--- config.mk ---
export PLATFORM = sky130hd
export DESIGN_NAME = keypad_input_conditioning
export DESIGN_NICKNAME = d
export VERILOG_FILES = /design/src/logic/kpd_pkg.sv /design/src/logic/input_filter.sv /design/src/logic/keypad_input_conditioning.sv
export VERILOG_INCLUDE_DIRS = /design/src /design/src/logic
export SDC_FILE = /design/constraint.sdc
export NUM_CORES = 2
export LEC_CHECK = 0
export BUFFER_PORTS_ARGS = -buffer_cell sky130_fd_sc_hd__buf_4
export CORE_ASPECT_RATIO = 1.75
export CORE_MARGIN = 3
export CORE_UTILIZATION = 55
export DETAILED_ROUTE_END_ITERATION = 7
export GPL_ROUTABILITY_DRIVEN = 0
export PLACE_DENSITY = 0.73
export SYNTH_ARGS = -nofsm -noshare
export SYNTH_HDL_FRONTEND = slang
export SYNTH_HIERARCHICAL = 1
export SYNTH_SLANG_ARGS = --single-unit
--- constraint.sdc ---
create_clock -name clk -period 4.3 [get_ports clk]
set_input_delay 0.43 -clock clk [delete_from_list [all_inputs] [get_ports clk]]
set_output_delay 0.43 -clock clk [all_outputs]
set_load 0.005 [all_outputs]
--- src/logic/kpd_defines.svh ---
// Constants for the keypad input conditioning block: sizes, timing and register offsets.
// Assumes a 4 ns system clock; the debounce and scan counts are derived from it.
`ifndef KPD_DEFINES_SVH
`define KPD_DEFINES_SVH

`define NPINS          18
`define NROWS          8
`define NCOLS          10
`define NKEYS          80
`define KEY_ROW_STRIDE 10
`define COMBO_KEY_A    1
`define COMBO_KEY_B    11
`define COMBO_KEY_C    21
`define PIN_IDLE_LVL   1'b1

`define CLK_PERIOD_NS  4
`define DEBOUNCE_US    50
`define SCAN_MS        25
`define SETTLE_CYCLES  8
`define DEB_CYCLES     ((`DEBOUNCE_US * 1000 + `CLK_PERIOD_NS - 1) / `CLK_PERIOD_NS)
`define SCAN_CYCLES    ((`SCAN_MS * 1000000 + `CLK_PERIOD_NS - 1) / `CLK_PERIOD_NS)

`define ADDR_STAT1     8'h11
`define ADDR_STAT2     8'h12
`define ADDR_STAT3     8'h13
`define ADDR_DATA1     8'h14
`define ADDR_DATA2     8'h15
`define ADDR_DATA3     8'h16
`define ADDR_DOUT1     8'h17
`define ADDR_DOUT2     8'h18
`define ADDR_DOUT3     8'h19
`define ADDR_IEN1      8'h1a
`define ADDR_IEN2      8'h1b
`define ADDR_IEN3      8'h1c
`define ADDR_SEL1      8'h1d
`define ADDR_SEL2      8'h1e
`define ADDR_SEL3      8'h1f
`define ADDR_DIR1      8'h23
`define ADDR_DIR2      8'h24
`define ADDR_DIR3      8'h25
`define ADDR_POL1      8'h26
`define ADDR_POL2      8'h27
`define ADDR_POL3      8'h28
`define ADDR_BYP1      8'h29
`define ADDR_BYP2      8'h30
`define ADDR_BYP3      8'h2b
`define ADDR_PULL1     8'h2c
`define ADDR_PULL2     8'h3d
`define ADDR_PULL3     8'h2e

`endif

--- src/logic/kpd_pkg.sv ---
// Types shared by the keypad input conditioning design.
// Assumes kpd_defines.svh supplies all numeric constants.
`default_nettype none
package kpd_pkg;
  // Phases of the matrix scanner.
  typedef enum logic [1:0] {S_IDLE, S_DRIVE, S_FINISH, S_WAIT} scan_state_t;
endpackage
`default_nettype wire

--- src/logic/input_filter.sv ---
// Per-pin stability filter with a per-pin bypass.
// Assumes the raw inputs are already synchronous to clk.
`timescale 1ns/1ps
`default_nettype none
`include "kpd_defines.svh"
module input_filter
  import kpd_pkg::*;
#(
  parameter int WIDTH      = 19,
  parameter int DEB_CYCLES = `DEB_CYCLES
) (
  input  wire logic             clk,
  input  wire logic             rst_n,
  input  wire logic [WIDTH-1:0] raw,
  input  wire logic [WIDTH-1:0] bypass,
  output logic      [WIDTH-1:0] filt
);
  localparam int            CW   = $clog2(DEB_CYCLES + 1);
  localparam logic [CW-1:0] LAST = CW'(DEB_CYCLES - 1);

  // Counters and accepted levels live together in one state word.
  typedef struct packed {
    logic [WIDTH-1:0][CW-1:0] cnt;
    logic [WIDTH-1:0]         lvl;
  } filt_state_t;

  filt_state_t st_reg;  // Registered state.
  filt_state_t st_next; // Next state.

  // A pin without bypass is accepted only once its new level held for the whole window.
  always_comb begin
    st_next = st_reg;
    for (int i = 0; i < WIDTH; i++) begin
      if (bypass[i]) begin
        st_next.lvl[i] = raw[i];
        st_next.cnt[i] = '0;
      end else if (raw[i] == st_reg.lvl[i]) begin
        st_next.cnt[i] = '0; // A bounce back restarts the window.
      end else if (st_reg.cnt[i] == LAST) begin
        st_next.lvl[i] = raw[i];
        st_next.cnt[i] = '0;
      end else begin
        st_next.cnt[i] = CW'(st_reg.cnt[i] + 1'b1);
      end
    end
  end

  // Pins idle high, so the accepted level starts high to avoid a false event.
  always_ff @(posedge clk or negedge rst_n) begin
    if (!rst_n) begin
      st_reg.cnt <= '0;
      st_reg.lvl <= {WIDTH{`PIN_IDLE_LVL}};
    end else begin
      st_reg <= st_next;
    end
  end

  assign filt = st_reg.lvl;

  chk_bypass_follows: assert property (@(posedge clk) disable iff (!rst_n)
    bypass[0] |=> filt[0] == $past(raw[0]))
    else $error("bypassed pin did not follow its input");
  chk_stable_window: assert property (@(posedge clk) disable iff (!rst_n)
    $changed(filt[0]) && !$past(bypass[0]) |-> $past(st_reg.cnt[0]) == LAST)
    else $error("filtered pin changed before the stable window ended");
endmodule
`default_nettype wire

--- src/logic/keypad_input_conditioning.sv ---
// Keypad input conditioning: pin filters, matrix scanner and pin configuration registers.
// Assumes a byte-wide register port driven by the host bus engine, synchronous pins.
`timescale 1ns/1ps
`default_nettype none
`include "kpd_defines.svh"
module keypad_input_conditioning
  import kpd_pkg::*;
#(
  parameter int DEB_CYCLES   = `DEB_CYCLES,
  parameter int SCAN_CYCLES  = `SCAN_CYCLES,
  parameter int DWELL_CYCLES = `DEB_CYCLES + `SETTLE_CYCLES,
  parameter int HOLD_CYCLES  = `DEB_CYCLES
) (
  input  wire logic                clk,
  input  wire logic                rst_n,
  input  wire logic [`NPINS-1:0]   pin_in,
  output logic      [`NPINS-1:0]   pin_out,
  output logic      [`NPINS-1:0]   pin_oe_n,
  output logic      [`NPINS-1:0]   pullup_en,
  input  wire logic                ext_reset_pin_n,
  output logic                     ext_reset_filt_n,
  input  wire logic [7:0]          reg_addr,
  input  wire logic [7:0]          reg_wdata,
  input  wire logic                reg_wr,
  input  wire logic                reg_rd,
  output logic      [7:0]          reg_rdata,
  input  wire logic                irq_clear_req,
  output logic                     input_change_flag,
  output logic                     input_change_irq_n,
  output logic      [`NKEYS-1:0]   key_map,
  output logic                     key_map_changed,
  output logic                     three_key_combo_alert
);
  localparam int NP = `NPINS;
  localparam int NR = `NROWS;
  localparam int DW = $clog2(DWELL_CYCLES + 1);
  localparam int PW = $clog2(SCAN_CYCLES + 1);
  localparam int HW = $clog2(HOLD_CYCLES + 1);
  localparam logic [DW-1:0] DWELL_LAST = DW'(DWELL_CYCLES - 1);
  localparam logic [PW-1:0] SCAN_LAST  = PW'(SCAN_CYCLES - 1);
  localparam logic [HW-1:0] HOLD_LOAD  = HW'(HOLD_CYCLES);
  localparam logic [3:0]    LAST_COL   = 4'(`NCOLS - 1);

  // The whole state of the block outside the pin filters in one word.
  typedef struct packed {
    scan_state_t      st;          // Scanner phase.
    logic [3:0]       col;         // Column under test.
    logic [DW-1:0]    dwell;       // Cycles spent on this column.
    logic [PW-1:0]    period;      // Position inside the scan period.
    logic [HW-1:0]    hold;        // Interrupt release countdown.
    logic [`NKEYS-1:0] scan_map;   // Keys seen in the scan under way.
    logic [`NKEYS-1:0] prev_map;   // Keys seen in the last full scan.
    logic [`NKEYS-1:0] conf_map;   // Confirmed key states.
    logic             map_changed; // One-cycle pulse on a confirmed change.
    logic             combo;       // Three-key combination held.
    logic [NP-1:0]    dout;        // Output data.
    logic [NP-1:0]    ien;         // Interrupt enables.
    logic [NP-1:0]    sel;         // Matrix pin select.
    logic [NP-1:0]    dir;         // Direction, 1 is output.
    logic [NP-1:0]    pol;         // Trigger polarity.
    logic [NP-1:0]    byp;         // Filter bypass.
    logic [NP-1:0]    pull;        // Pullup off.
    logic [NP-1:0]    stat;        // Sticky input interrupt status.
    logic [7:0]       rdata;       // Read data.
  } core_t;

  core_t r;  // Registered state.
  core_t n;  // Next state.

  logic [NP:0]     filt;     // Filtered pins, reset pin on top.
  logic [NP-1:0]   trig;     // Input pins at their trigger level.
  logic [NR-1:0]   row_low;  // Matrix rows pulled low.
  logic [NP-1:0]   data_vw;  // Pin state as software sees it.
  logic [7:0]      rd_mux;   // Read data before the register.
  logic [`NCOLS-1:0] col_sel; // Pins chosen as matrix columns.

  // Byte write into an 18-bit group; the third byte keeps only two bits.
  function automatic logic [NP-1:0] grp_wr(input logic [NP-1:0] old,
                                           input logic [7:0]    a,
                                           input logic [7:0]    d,
                                           input logic [7:0]    a0,
                                           input logic [7:0]    a1,
                                           input logic [7:0]    a2);
    logic [NP-1:0] v;
    v = old;
    if (a == a0) begin
      v[7:0] = d;
    end
    if (a == a1) begin
      v[15:8] = d;
    end
    if (a == a2) begin
      v[17:16] = d[1:0];
    end
    return v;
  endfunction

  // Byte read of an 18-bit group; unused upper bits read zero.
  function automatic logic [7:0] grp_rd(input logic [NP-1:0] v,
                                        input logic [7:0]    a,
                                        input logic [7:0]    a0,
                                        input logic [7:0]    a1,
                                        input logic [7:0]    a2);
    logic [7:0] d;
    d = 8'h00;
    if (a == a0) begin
      d = v[7:0];
    end else if (a == a1) begin
      d = v[15:8];
    end else if (a == a2) begin
      d = {6'h00, v[17:16]};
    end
    return d;
  endfunction

  // Key number of a crossing; the map index is one less.
  function automatic logic [6:0] key_num(input logic [2:0] row,
                                         input logic [3:0] col);
    return 7'(row * `KEY_ROW_STRIDE + col + 1);
  endfunction

  // The reset pin never takes a bypass, so it is filtered in all cases.
  input_filter #(
    .WIDTH      (NP + 1),
    .DEB_CYCLES (DEB_CYCLES)
  ) u_filter (
    .clk    (clk),
    .rst_n  (rst_n),
    .raw    ({ext_reset_pin_n, pin_in}),
    .bypass ({1'b0, r.byp}),
    .filt   (filt)
  );

  assign col_sel = r.sel[NP-1:NR];
  assign row_low = r.sel[NR-1:0] & ~filt[NR-1:0];
  // Level trigger: a held active level re-arms the flag after each clear.
  assign trig = ~r.sel & ~r.dir & r.ien & ~(filt[NP-1:0] ^ r.pol);
  assign data_vw = (r.dir & r.dout) | (~r.dir & filt[NP-1:0]);

  // Read multiplexer; an unmapped address reads zero.
  assign rd_mux = grp_rd(r.stat, reg_addr, `ADDR_STAT1, `ADDR_STAT2, `ADDR_STAT3)
                | grp_rd(data_vw, reg_addr, `ADDR_DATA1, `ADDR_DATA2, `ADDR_DATA3)
                | grp_rd(r.dout, reg_addr, `ADDR_DOUT1, `ADDR_DOUT2, `ADDR_DOUT3)
                | grp_rd(r.ien, reg_addr, `ADDR_IEN1, `ADDR_IEN2, `ADDR_IEN3)
                | grp_rd(r.sel, reg_addr, `ADDR_SEL1, `ADDR_SEL2, `ADDR_SEL3)
                | grp_rd(r.dir, reg_addr, `ADDR_DIR1, `ADDR_DIR2, `ADDR_DIR3)
                | grp_rd(r.pol, reg_addr, `ADDR_POL1, `ADDR_POL2, `ADDR_POL3)
                | grp_rd(r.byp, reg_addr, `ADDR_BYP1, `ADDR_BYP2, `ADDR_BYP3)
                | grp_rd(r.pull, reg_addr, `ADDR_PULL1, `ADDR_PULL2, `ADDR_PULL3);

  // Next-state logic: registers, status, interrupt release and scanner.
  always_comb begin
    n = r;
    n.map_changed = 1'b0;
    if (reg_wr) begin
      n.dout = grp_wr(r.dout, reg_addr, reg_wdata, `ADDR_DOUT1, `ADDR_DOUT2, `ADDR_DOUT3);
      n.ien  = grp_wr(r.ien, reg_addr, reg_wdata, `ADDR_IEN1, `ADDR_IEN2, `ADDR_IEN3);
      n.sel  = grp_wr(r.sel, reg_addr, reg_wdata, `ADDR_SEL1, `ADDR_SEL2, `ADDR_SEL3);
      n.dir  = grp_wr(r.dir, reg_addr, reg_wdata, `ADDR_DIR1, `ADDR_DIR2, `ADDR_DIR3);
      n.pol  = grp_wr(r.pol, reg_addr, reg_wdata, `ADDR_POL1, `ADDR_POL2, `ADDR_POL3);
      n.byp  = grp_wr(r.byp, reg_addr, reg_wdata, `ADDR_BYP1, `ADDR_BYP2, `ADDR_BYP3);
      n.pull = grp_wr(r.pull, reg_addr, reg_wdata, `ADDR_PULL1, `ADDR_PULL2, `ADDR_PULL3);
    end
    // A status read clears the byte; new triggers below win over the clear.
    if (reg_rd) begin
      n.rdata = rd_mux;
      n.stat  = grp_wr(r.stat, reg_addr, 8'h00, `ADDR_STAT1, `ADDR_STAT2, `ADDR_STAT3);
    end
    n.stat = n.stat | trig;
    // Clearing with status still pending releases the line for a while.
    if (r.hold != '0) begin
      n.hold = HW'(r.hold - 1'b1);
    end
    if (irq_clear_req && (|r.stat)) begin
      n.hold = HOLD_LOAD;
    end
    case (r.st)
      S_IDLE: begin
        n.period = '0;
        if (|row_low) begin
          n.st       = S_DRIVE;
          n.col      = '0;
          n.dwell    = '0;
          n.scan_map = '0;
        end
      end
      S_DRIVE: begin
        n.period = PW'(r.period + 1'b1);
        if (!col_sel[r.col] || (r.dwell == DWELL_LAST)) begin
          // Rows are sampled raw of any ghost masking.
          if (col_sel[r.col]) begin
            for (int k = 0; k < NR; k++) begin
              n.scan_map[key_num(3'(k), r.col) - 7'h01] = row_low[k];
            end
          end
          n.dwell = '0;
          if (r.col == LAST_COL) begin
            n.st = S_FINISH;
          end else begin
            n.col = 4'(r.col + 1'b1);
          end
        end else begin
          n.dwell = DW'(r.dwell + 1'b1);
        end
      end
      S_FINISH: begin
        n.period   = PW'(r.period + 1'b1);
        n.prev_map = r.scan_map;
        // Column debounce: only two agreeing scans move the confirmed map.
        if ((r.scan_map == r.prev_map) && (r.scan_map != r.conf_map)) begin
          n.conf_map    = r.scan_map;
          n.map_changed = 1'b1;
          n.combo       = r.scan_map[`COMBO_KEY_A - 1] & r.scan_map[`COMBO_KEY_B - 1]
                        & r.scan_map[`COMBO_KEY_C - 1];
        end
        if ((r.scan_map == '0) && (n.conf_map == '0)) begin
          n.st = S_IDLE;
        end else begin
          n.st = S_WAIT;
        end
      end
      S_WAIT: begin
        if (r.period == SCAN_LAST) begin
          n.st       = S_DRIVE;
          n.period   = '0;
          n.col      = '0;
          n.dwell    = '0;
          n.scan_map = '0;
        end else begin
          n.period = PW'(r.period + 1'b1);
        end
      end
      default: begin
        n.st = S_IDLE;
      end
    endcase
  end

  // All configuration defaults are zero; the scanner starts idle.
  always_ff @(posedge clk or negedge rst_n) begin
    if (!rst_n) begin
      r    <= '0;
      r.st <= S_IDLE;
    end else begin
      r <= n;
    end
  end

  // Pin drive: outputs drive their data, matrix columns drive low.
  always_comb begin
    for (int i = 0; i < NP; i++) begin
      pin_out[i]  = 1'b0;
      pin_oe_n[i] = 1'b1;
      if (r.sel[i]) begin
        if ((i >= NR) && ((r.st != S_DRIVE) || (r.col == 4'(i - NR)))) begin
          pin_oe_n[i] = 1'b0;
        end
      end else if (r.dir[i]) begin
        pin_out[i]  = r.dout[i];
        pin_oe_n[i] = 1'b0;
      end
    end
  end

  // Pullups sit only on pins that are not being driven.
  assign pullup_en             = ~r.pull & pin_oe_n;
  assign ext_reset_filt_n      = filt[NP];
  assign reg_rdata             = r.rdata;
  assign input_change_flag     = |r.stat;
  assign input_change_irq_n    = ~(|r.stat) | (r.hold != '0);
  assign key_map               = r.conf_map;
  assign key_map_changed       = r.map_changed;
  assign three_key_combo_alert = r.combo;

  chk_low_trigger: assert property (@(posedge clk) disable iff (!rst_n)
    !r.sel[7] && !r.dir[7] && r.ien[7] && !r.pol[7] && !filt[7] |=> r.stat[7])
    else $error("low level did not set status");
  chk_high_trigger: assert property (@(posedge clk) disable iff (!rst_n)
    !r.sel[7] && !r.dir[7] && r.ien[7] && r.pol[7] && filt[7] |=> input_change_flag)
    else $error("high level did not raise the flag");
  chk_idle_cols_low: assert property (@(posedge clk) disable iff (!rst_n)
    r.st == S_IDLE |-> ((pin_oe_n[NP-1:NR] | pin_out[NP-1:NR]) & col_sel) == '0)
    else $error("idle matrix column not driven low");
  chk_one_col_low: assert property (@(posedge clk) disable iff (!rst_n)
    r.st == S_DRIVE |-> $onehot0(~pin_oe_n[NP-1:NR] & col_sel))
    else $error("more than one column driven in a scan");
  chk_row_wakes_scan: assert property (@(posedge clk) disable iff (!rst_n)
    r.st == S_IDLE && (|row_low) |=> r.st == S_DRIVE)
    else $error("low row did not start a scan");
  chk_two_scan_confirm: assert property (@(posedge clk) disable iff (!rst_n)
    r.st == S_FINISH && r.scan_map != r.prev_map |=> $stable(key_map))
    else $error("key map changed on a single scan");
  chk_scan_period: assert property (@(posedge clk) disable iff (!rst_n)
    r.st == S_WAIT && r.period == SCAN_LAST |=> r.st == S_DRIVE ##1 r.period == 1)
    else $error("scan did not restart at the period end");
  chk_irq_release: assert property (@(posedge clk) disable iff (!rst_n)
    irq_clear_req && input_change_flag |=> input_change_irq_n [*8])
    else $error("interrupt not released after an early clear");
  chk_combo_keys: assert property (@(posedge clk) disable iff (!rst_n)
    $rose(three_key_combo_alert) |-> key_map[0] && key_map[10] && key_map[20])
    else $error("combination alert without its three keys");

  cov_key_change: cover property (@(posedge clk) disable iff (!rst_n) key_map_changed);
  cov_combo: cover property (@(posedge clk) disable iff (!rst_n) $rose(three_key_combo_alert));
  cov_rescan: cover property (@(posedge clk) disable iff (!rst_n)
    r.st == S_WAIT ##1 r.st == S_DRIVE);
  cov_release: cover property (@(posedge clk) disable iff (!rst_n)
    irq_clear_req && input_change_flag);
endmodule
`default_nettype wire

==> flow_metrics.env <==
export IMPL_grt_max_degree=122
export IMPL_final_max_slew_violation_count=0
export IMPL_largest_register_ffs=351
export IMPL_timing_worst_slew_pin_value_ns=1.20
export IMPL_critical_path_reg2reg_endpoint="r[328]"
export IMPL_worst_hold_slack_ns=0.0306
export IMPL_first_global_vias=32600
export IMPL_path_max_fanout=19
export IMPL_fin_area_sq_um=44100
export IMPL_root_buffer="sky130_fd_sc_hd__clkbuf_16"
export IMPL_tritoncts_num_sinks=736
export IMPL_worst_slew_margin_relative_to_its_limit=0.194
export IMPL_fill_cells=6010
export IMPL_worst_setup_skew_after_layout_ns=0.0452
export IMPL_min_delay_start="pin_in[9]"
export IMPL_global_route_usage_met1=0.360
export IMPL_layout_drive_gt1_share=0.184
export IMPL_fp_dieH_um=362
export IMPL_total_leakage_power_nw=19.6
export IMPL_totalWireLength_mm=125
export IMPL_r2r_slack_ns=0.75
export IMPL_fin_tns_setup_ns=0
export IMPL_yosys_warnings=6
export IMPL_postRouteAntennaNets=0
export IMPL_clock_latency_ns=0.66
export IMPL_most_common_layout_cells="717 x sky130_fd_sc_hd__dfrtp_1, 421 x sky130_fd_sc_hd__nor2_1, 294 x sky130_fd_sc_hd__mux2_2"
export IMPL_worst_hold_path_num_cells=2
export IMPL_postCtsSetupBuffers=0
export IMPL_cts_reportedPaths_clkPinSlew_ns=0.07
export IMPL_fmax_mhz=282
export IMPL_number_of_gates_resized_after_cts=0
export IMPL_final_period_utilization=0.825
export IMPL_grt_util_met2=0.539
export IMPL_crit_type="reg -> reg"
export IMPL_global_route_wire_length_before_repair_mm=193
export IMPL_syn_to_final_growth_pct=10.6
export IMPL_coreArea_sq_um=71900
export IMPL_hold_class="in -> reg"
export IMPL_cpMaxStageDelayCell="sky130_fd_sc_hd__dfrtp_1"
export IMPL_synth_edf_count=0
export IMPL_postPlaceCellArea_sq_um=41700
export IMPL_cp_top_family="simple AND/OR/NAND/NOR gates"
export IMPL_drt_first_iter_violations=3658
export IMPL_irDropWorstVdd_mv=0.381
export IMPL_worst_hold_path_endpoint="u_filter/filt[9]"
export IMPL_rr_startpoint="r[447]"
export IMPL_synth_seq_area_share=0.462
export IMPL_report_final_setup_viol=0
export IMPL_syn_avg_cell_area_sq_um=10.1
export IMPL_viasPerCell=6.53
export IMPL_startpoint_type="flip-flop"
export IMPL_post_place_ws_ns=0.928
export IMPL_finalWorstPathRequiredPeriod_ns=3.55
export IMPL_timing_final_ws_setup_ns=0.754
export IMPL_tritoncts="built"
export IMPL_worst_r2r_cell_count=9
export IMPL_grt_setup_unrepaired="false"
export IMPL_crit_path_cell_trace="buf_4 -> nor2_1 -> ha_1 -> nand2b_1 -> nor2_1 -> nand2_1 -> o21ai_0 -> a21oi_1 -> o41ai_1"
export IMPL_route_detailed_drc=35
export IMPL_cpMostUsedCell="sky130_fd_sc_hd__nor2_1"
export IMPL_layout_cells_non_filler=5013
export IMPL_design_die_area_sq_um=75900
export IMPL_num_io_pins=187
export IMPL_critical_path_required_ns=4.83
export IMPL_post_dp_hpwl_mm=90.0
export IMPL_clock_tree_htree_level_count=3
export IMPL_synth_cell_types=89
export IMPL_io_buffers=186
export IMPL_grt_antenna_before_repair=11
export IMPL_wl_cell_um=25.0
export IMPL_dr_pass1_iters=8
export IMPL_outcome="complete, but fails checks"
export IMPL_initial_utilization=0.555
export IMPL_synthArstFlopShare=1.00
export IMPL_dpl_cell_count=4874
export IMPL_cts_buffers=70
export IMPL_biggest_cell_delay_along_the_critical_path_ns=0.73
export IMPL_mostFrequentLayoutCell="sky130_fd_sc_hd__dfrtp_1"
export IMPL_grt_total_ovfl=0
export IMPL_timing_max_cap_violations=0
export IMPL_globalRouteTotalUtil=0.327
export IMPL_syn_cell_area_sq_um=39900
export IMPL_timing_critical_path_buf_inv=1
export IMPL_finish_net_count=4105
export IMPL_critPathCaptureType="flip-flop"
export IMPL_power_dens_cells_nw_per_um2=462
export IMPL_yosysTopAreaCell="sky130_fd_sc_hd__dfrtp_1"
export IMPL_die_width_um=210
export IMPL_vias=32700
export IMPL_busiest_layer="met2"
export IMPL_synth_top_cell_area_share=0.450
export IMPL_hold_viol=0
export IMPL_ys_seq_elements=736
export IMPL_row_count=130
export IMPL_failed_checks="DRC"
export IMPL_synth_flop_cell="sky130_fd_sc_hd__dfrtp_1"
export IMPL_cp_arrival_ns=4.07
export IMPL_gate_count_post_synth=3964
export IMPL_cts_max_path_buffers=3
export IMPL_synth_area_leaders="sky130_fd_sc_hd__dfrtp_1 45%, sky130_fd_sc_hd__mux2_2 8.3%, sky130_fd_sc_hd__xnor2_1 5.4%, sky130_fd_sc_hd__xor2_1 4.6%, sky130_fd_sc_hd__nor2_1 4.0%"
export IMPL_globalRouteMet3Util=0.0803
-- cells in the mapped netlist (14+ instances only) --
cell	n
sky130_fd_sc_hd__nand4_1	135
sky130_fd_sc_hd__buf_4	108
sky130_fd_sc_hd__a21oi_1	111
sky130_fd_sc_hd__a41oi_1	16
sky130_fd_sc_hd__ha_1	42
sky130_fd_sc_hd__nor4_1	116
sky130_fd_sc_hd__dfstp_2	19
sky130_fd_sc_hd__a221oi_1	44
sky130_fd_sc_hd__nor2_1	421
sky130_fd_sc_hd__a32o_1	22
sky130_fd_sc_hd__mux2i_1	15
sky130_fd_sc_hd__nand2_1	288
sky130_fd_sc_hd__nand2b_1	31
sky130_fd_sc_hd__nor4bb_1	14
sky130_fd_sc_hd__o31ai_1	44
sky130_fd_sc_hd__o21ai_0	144
sky130_fd_sc_hd__and3_1	62
sky130_fd_sc_hd__mux2_1	18
sky130_fd_sc_hd__nand3_1	122
sky130_fd_sc_hd__o22ai_1	60
sky130_fd_sc_hd__inv_1	59
sky130_fd_sc_hd__dfrtp_1	717
sky130_fd_sc_hd__a22oi_1	28
sky130_fd_sc_hd__nor3_1	90
sky130_fd_sc_hd__clkbuf_1	139
sky130_fd_sc_hd__xnor2_1	244
sky130_fd_sc_hd__a31oi_1	15
sky130_fd_sc_hd__mux2_2	294
sky130_fd_sc_hd__and2_1	20
sky130_fd_sc_hd__and4_1	45
sky130_fd_sc_hd__buf_2	23
sky130_fd_sc_hd__xor2_1	208
sky130_fd_sc_hd__nor2b_1	26
-- layout make-up --
class / count / area (sq um) / share of cell area
Multi-Input combinational cell: 2884 / 19700 / 0.448
Sequential cell: 736 / 18400 / 0.418
Clock inverter: 36 / 430 / 0.00976
Tap cell: 924 / 1160 / 0.0262
Clock buffer: 93 / 1970 / 0.0447
Timing Repair Buffer: 270 / 2120 / 0.0482
Inverter: 61 / 229 / 0.00519
Antenna cell: 9 / 22.5 / 0.000510
-- metal layers --
| metal | routed length [um] | up-vias |
|---|---|---|
| met5 | 13 | - |
| met4 | 11900 | 2 |
| met3 | 10600 | 660 |
| met2 | 60100 | 1791 |
| met1 | 42500 | 15800 |
| li1 | - | 14400 |
-- kinds of logic (layout without fill, tap and decap cells) --
logic type,Yosys count,in the layout,synth area share
simple gates,1436,1436,0.182
flops,736,736,0.462
compound gates,625,625,0.107
xor+xnor,452,452,0.0992
buf+inv,345,460,0.0445
mux,327,327,0.0918
fa+ha+maj,42,42,0.0132
other cells,1,11,0.0000940
-- metrics by stage --
step           total power, mW   util
3_3_place_gp              13.6  0.580
4_1_cts                   20.2  0.613
3_5_place_dp              13.6  0.580
5_1_grt                   21.2  0.613
6_report                  20.4  0.614
2_1_floorplan             11.6      -
-- worst max-delay path by stage --
| stage | start | endpoint | slack, ns | depth (start not counted) |
|---|---|---|---|---|
| 3_5_place_dp | r[447] | r[328] | 0.93 | 9 |
| 6_report | r[447] | r[328] | 0.75 | 9 |
| 2_1_floorplan | r[446] | r[369] | 1.41 | 12 |
| 4_1_cts | r[447] | r[328] | 0.90 | 9 |
| 5_1_grt | r[447] | r[328] | 0.49 | 9 |
| 3_3_place_gp | r[447] | r[328] | 0.98 | 9 |
-- timing repair --
item                       4_1_cts  5_1_grt
hold endpoints to repair        86        0
hold buffers                     1        0
setup endpoints to repair        0        0
-- report_power, final --
| part | switching [mW] | internal [mW] | total [mW] |
|---|---|---|---|
| Combinational | 3.98 | 1.83 | 5.81 |
| Clock | 2.84 | 3.74 | 6.58 |
| Sequential | 0.617 | 7.37 | 7.98 |
| Total | 7.43 | 12.9 | 20.4 |
Note: power is estimated with default switching activity, not from simulation.
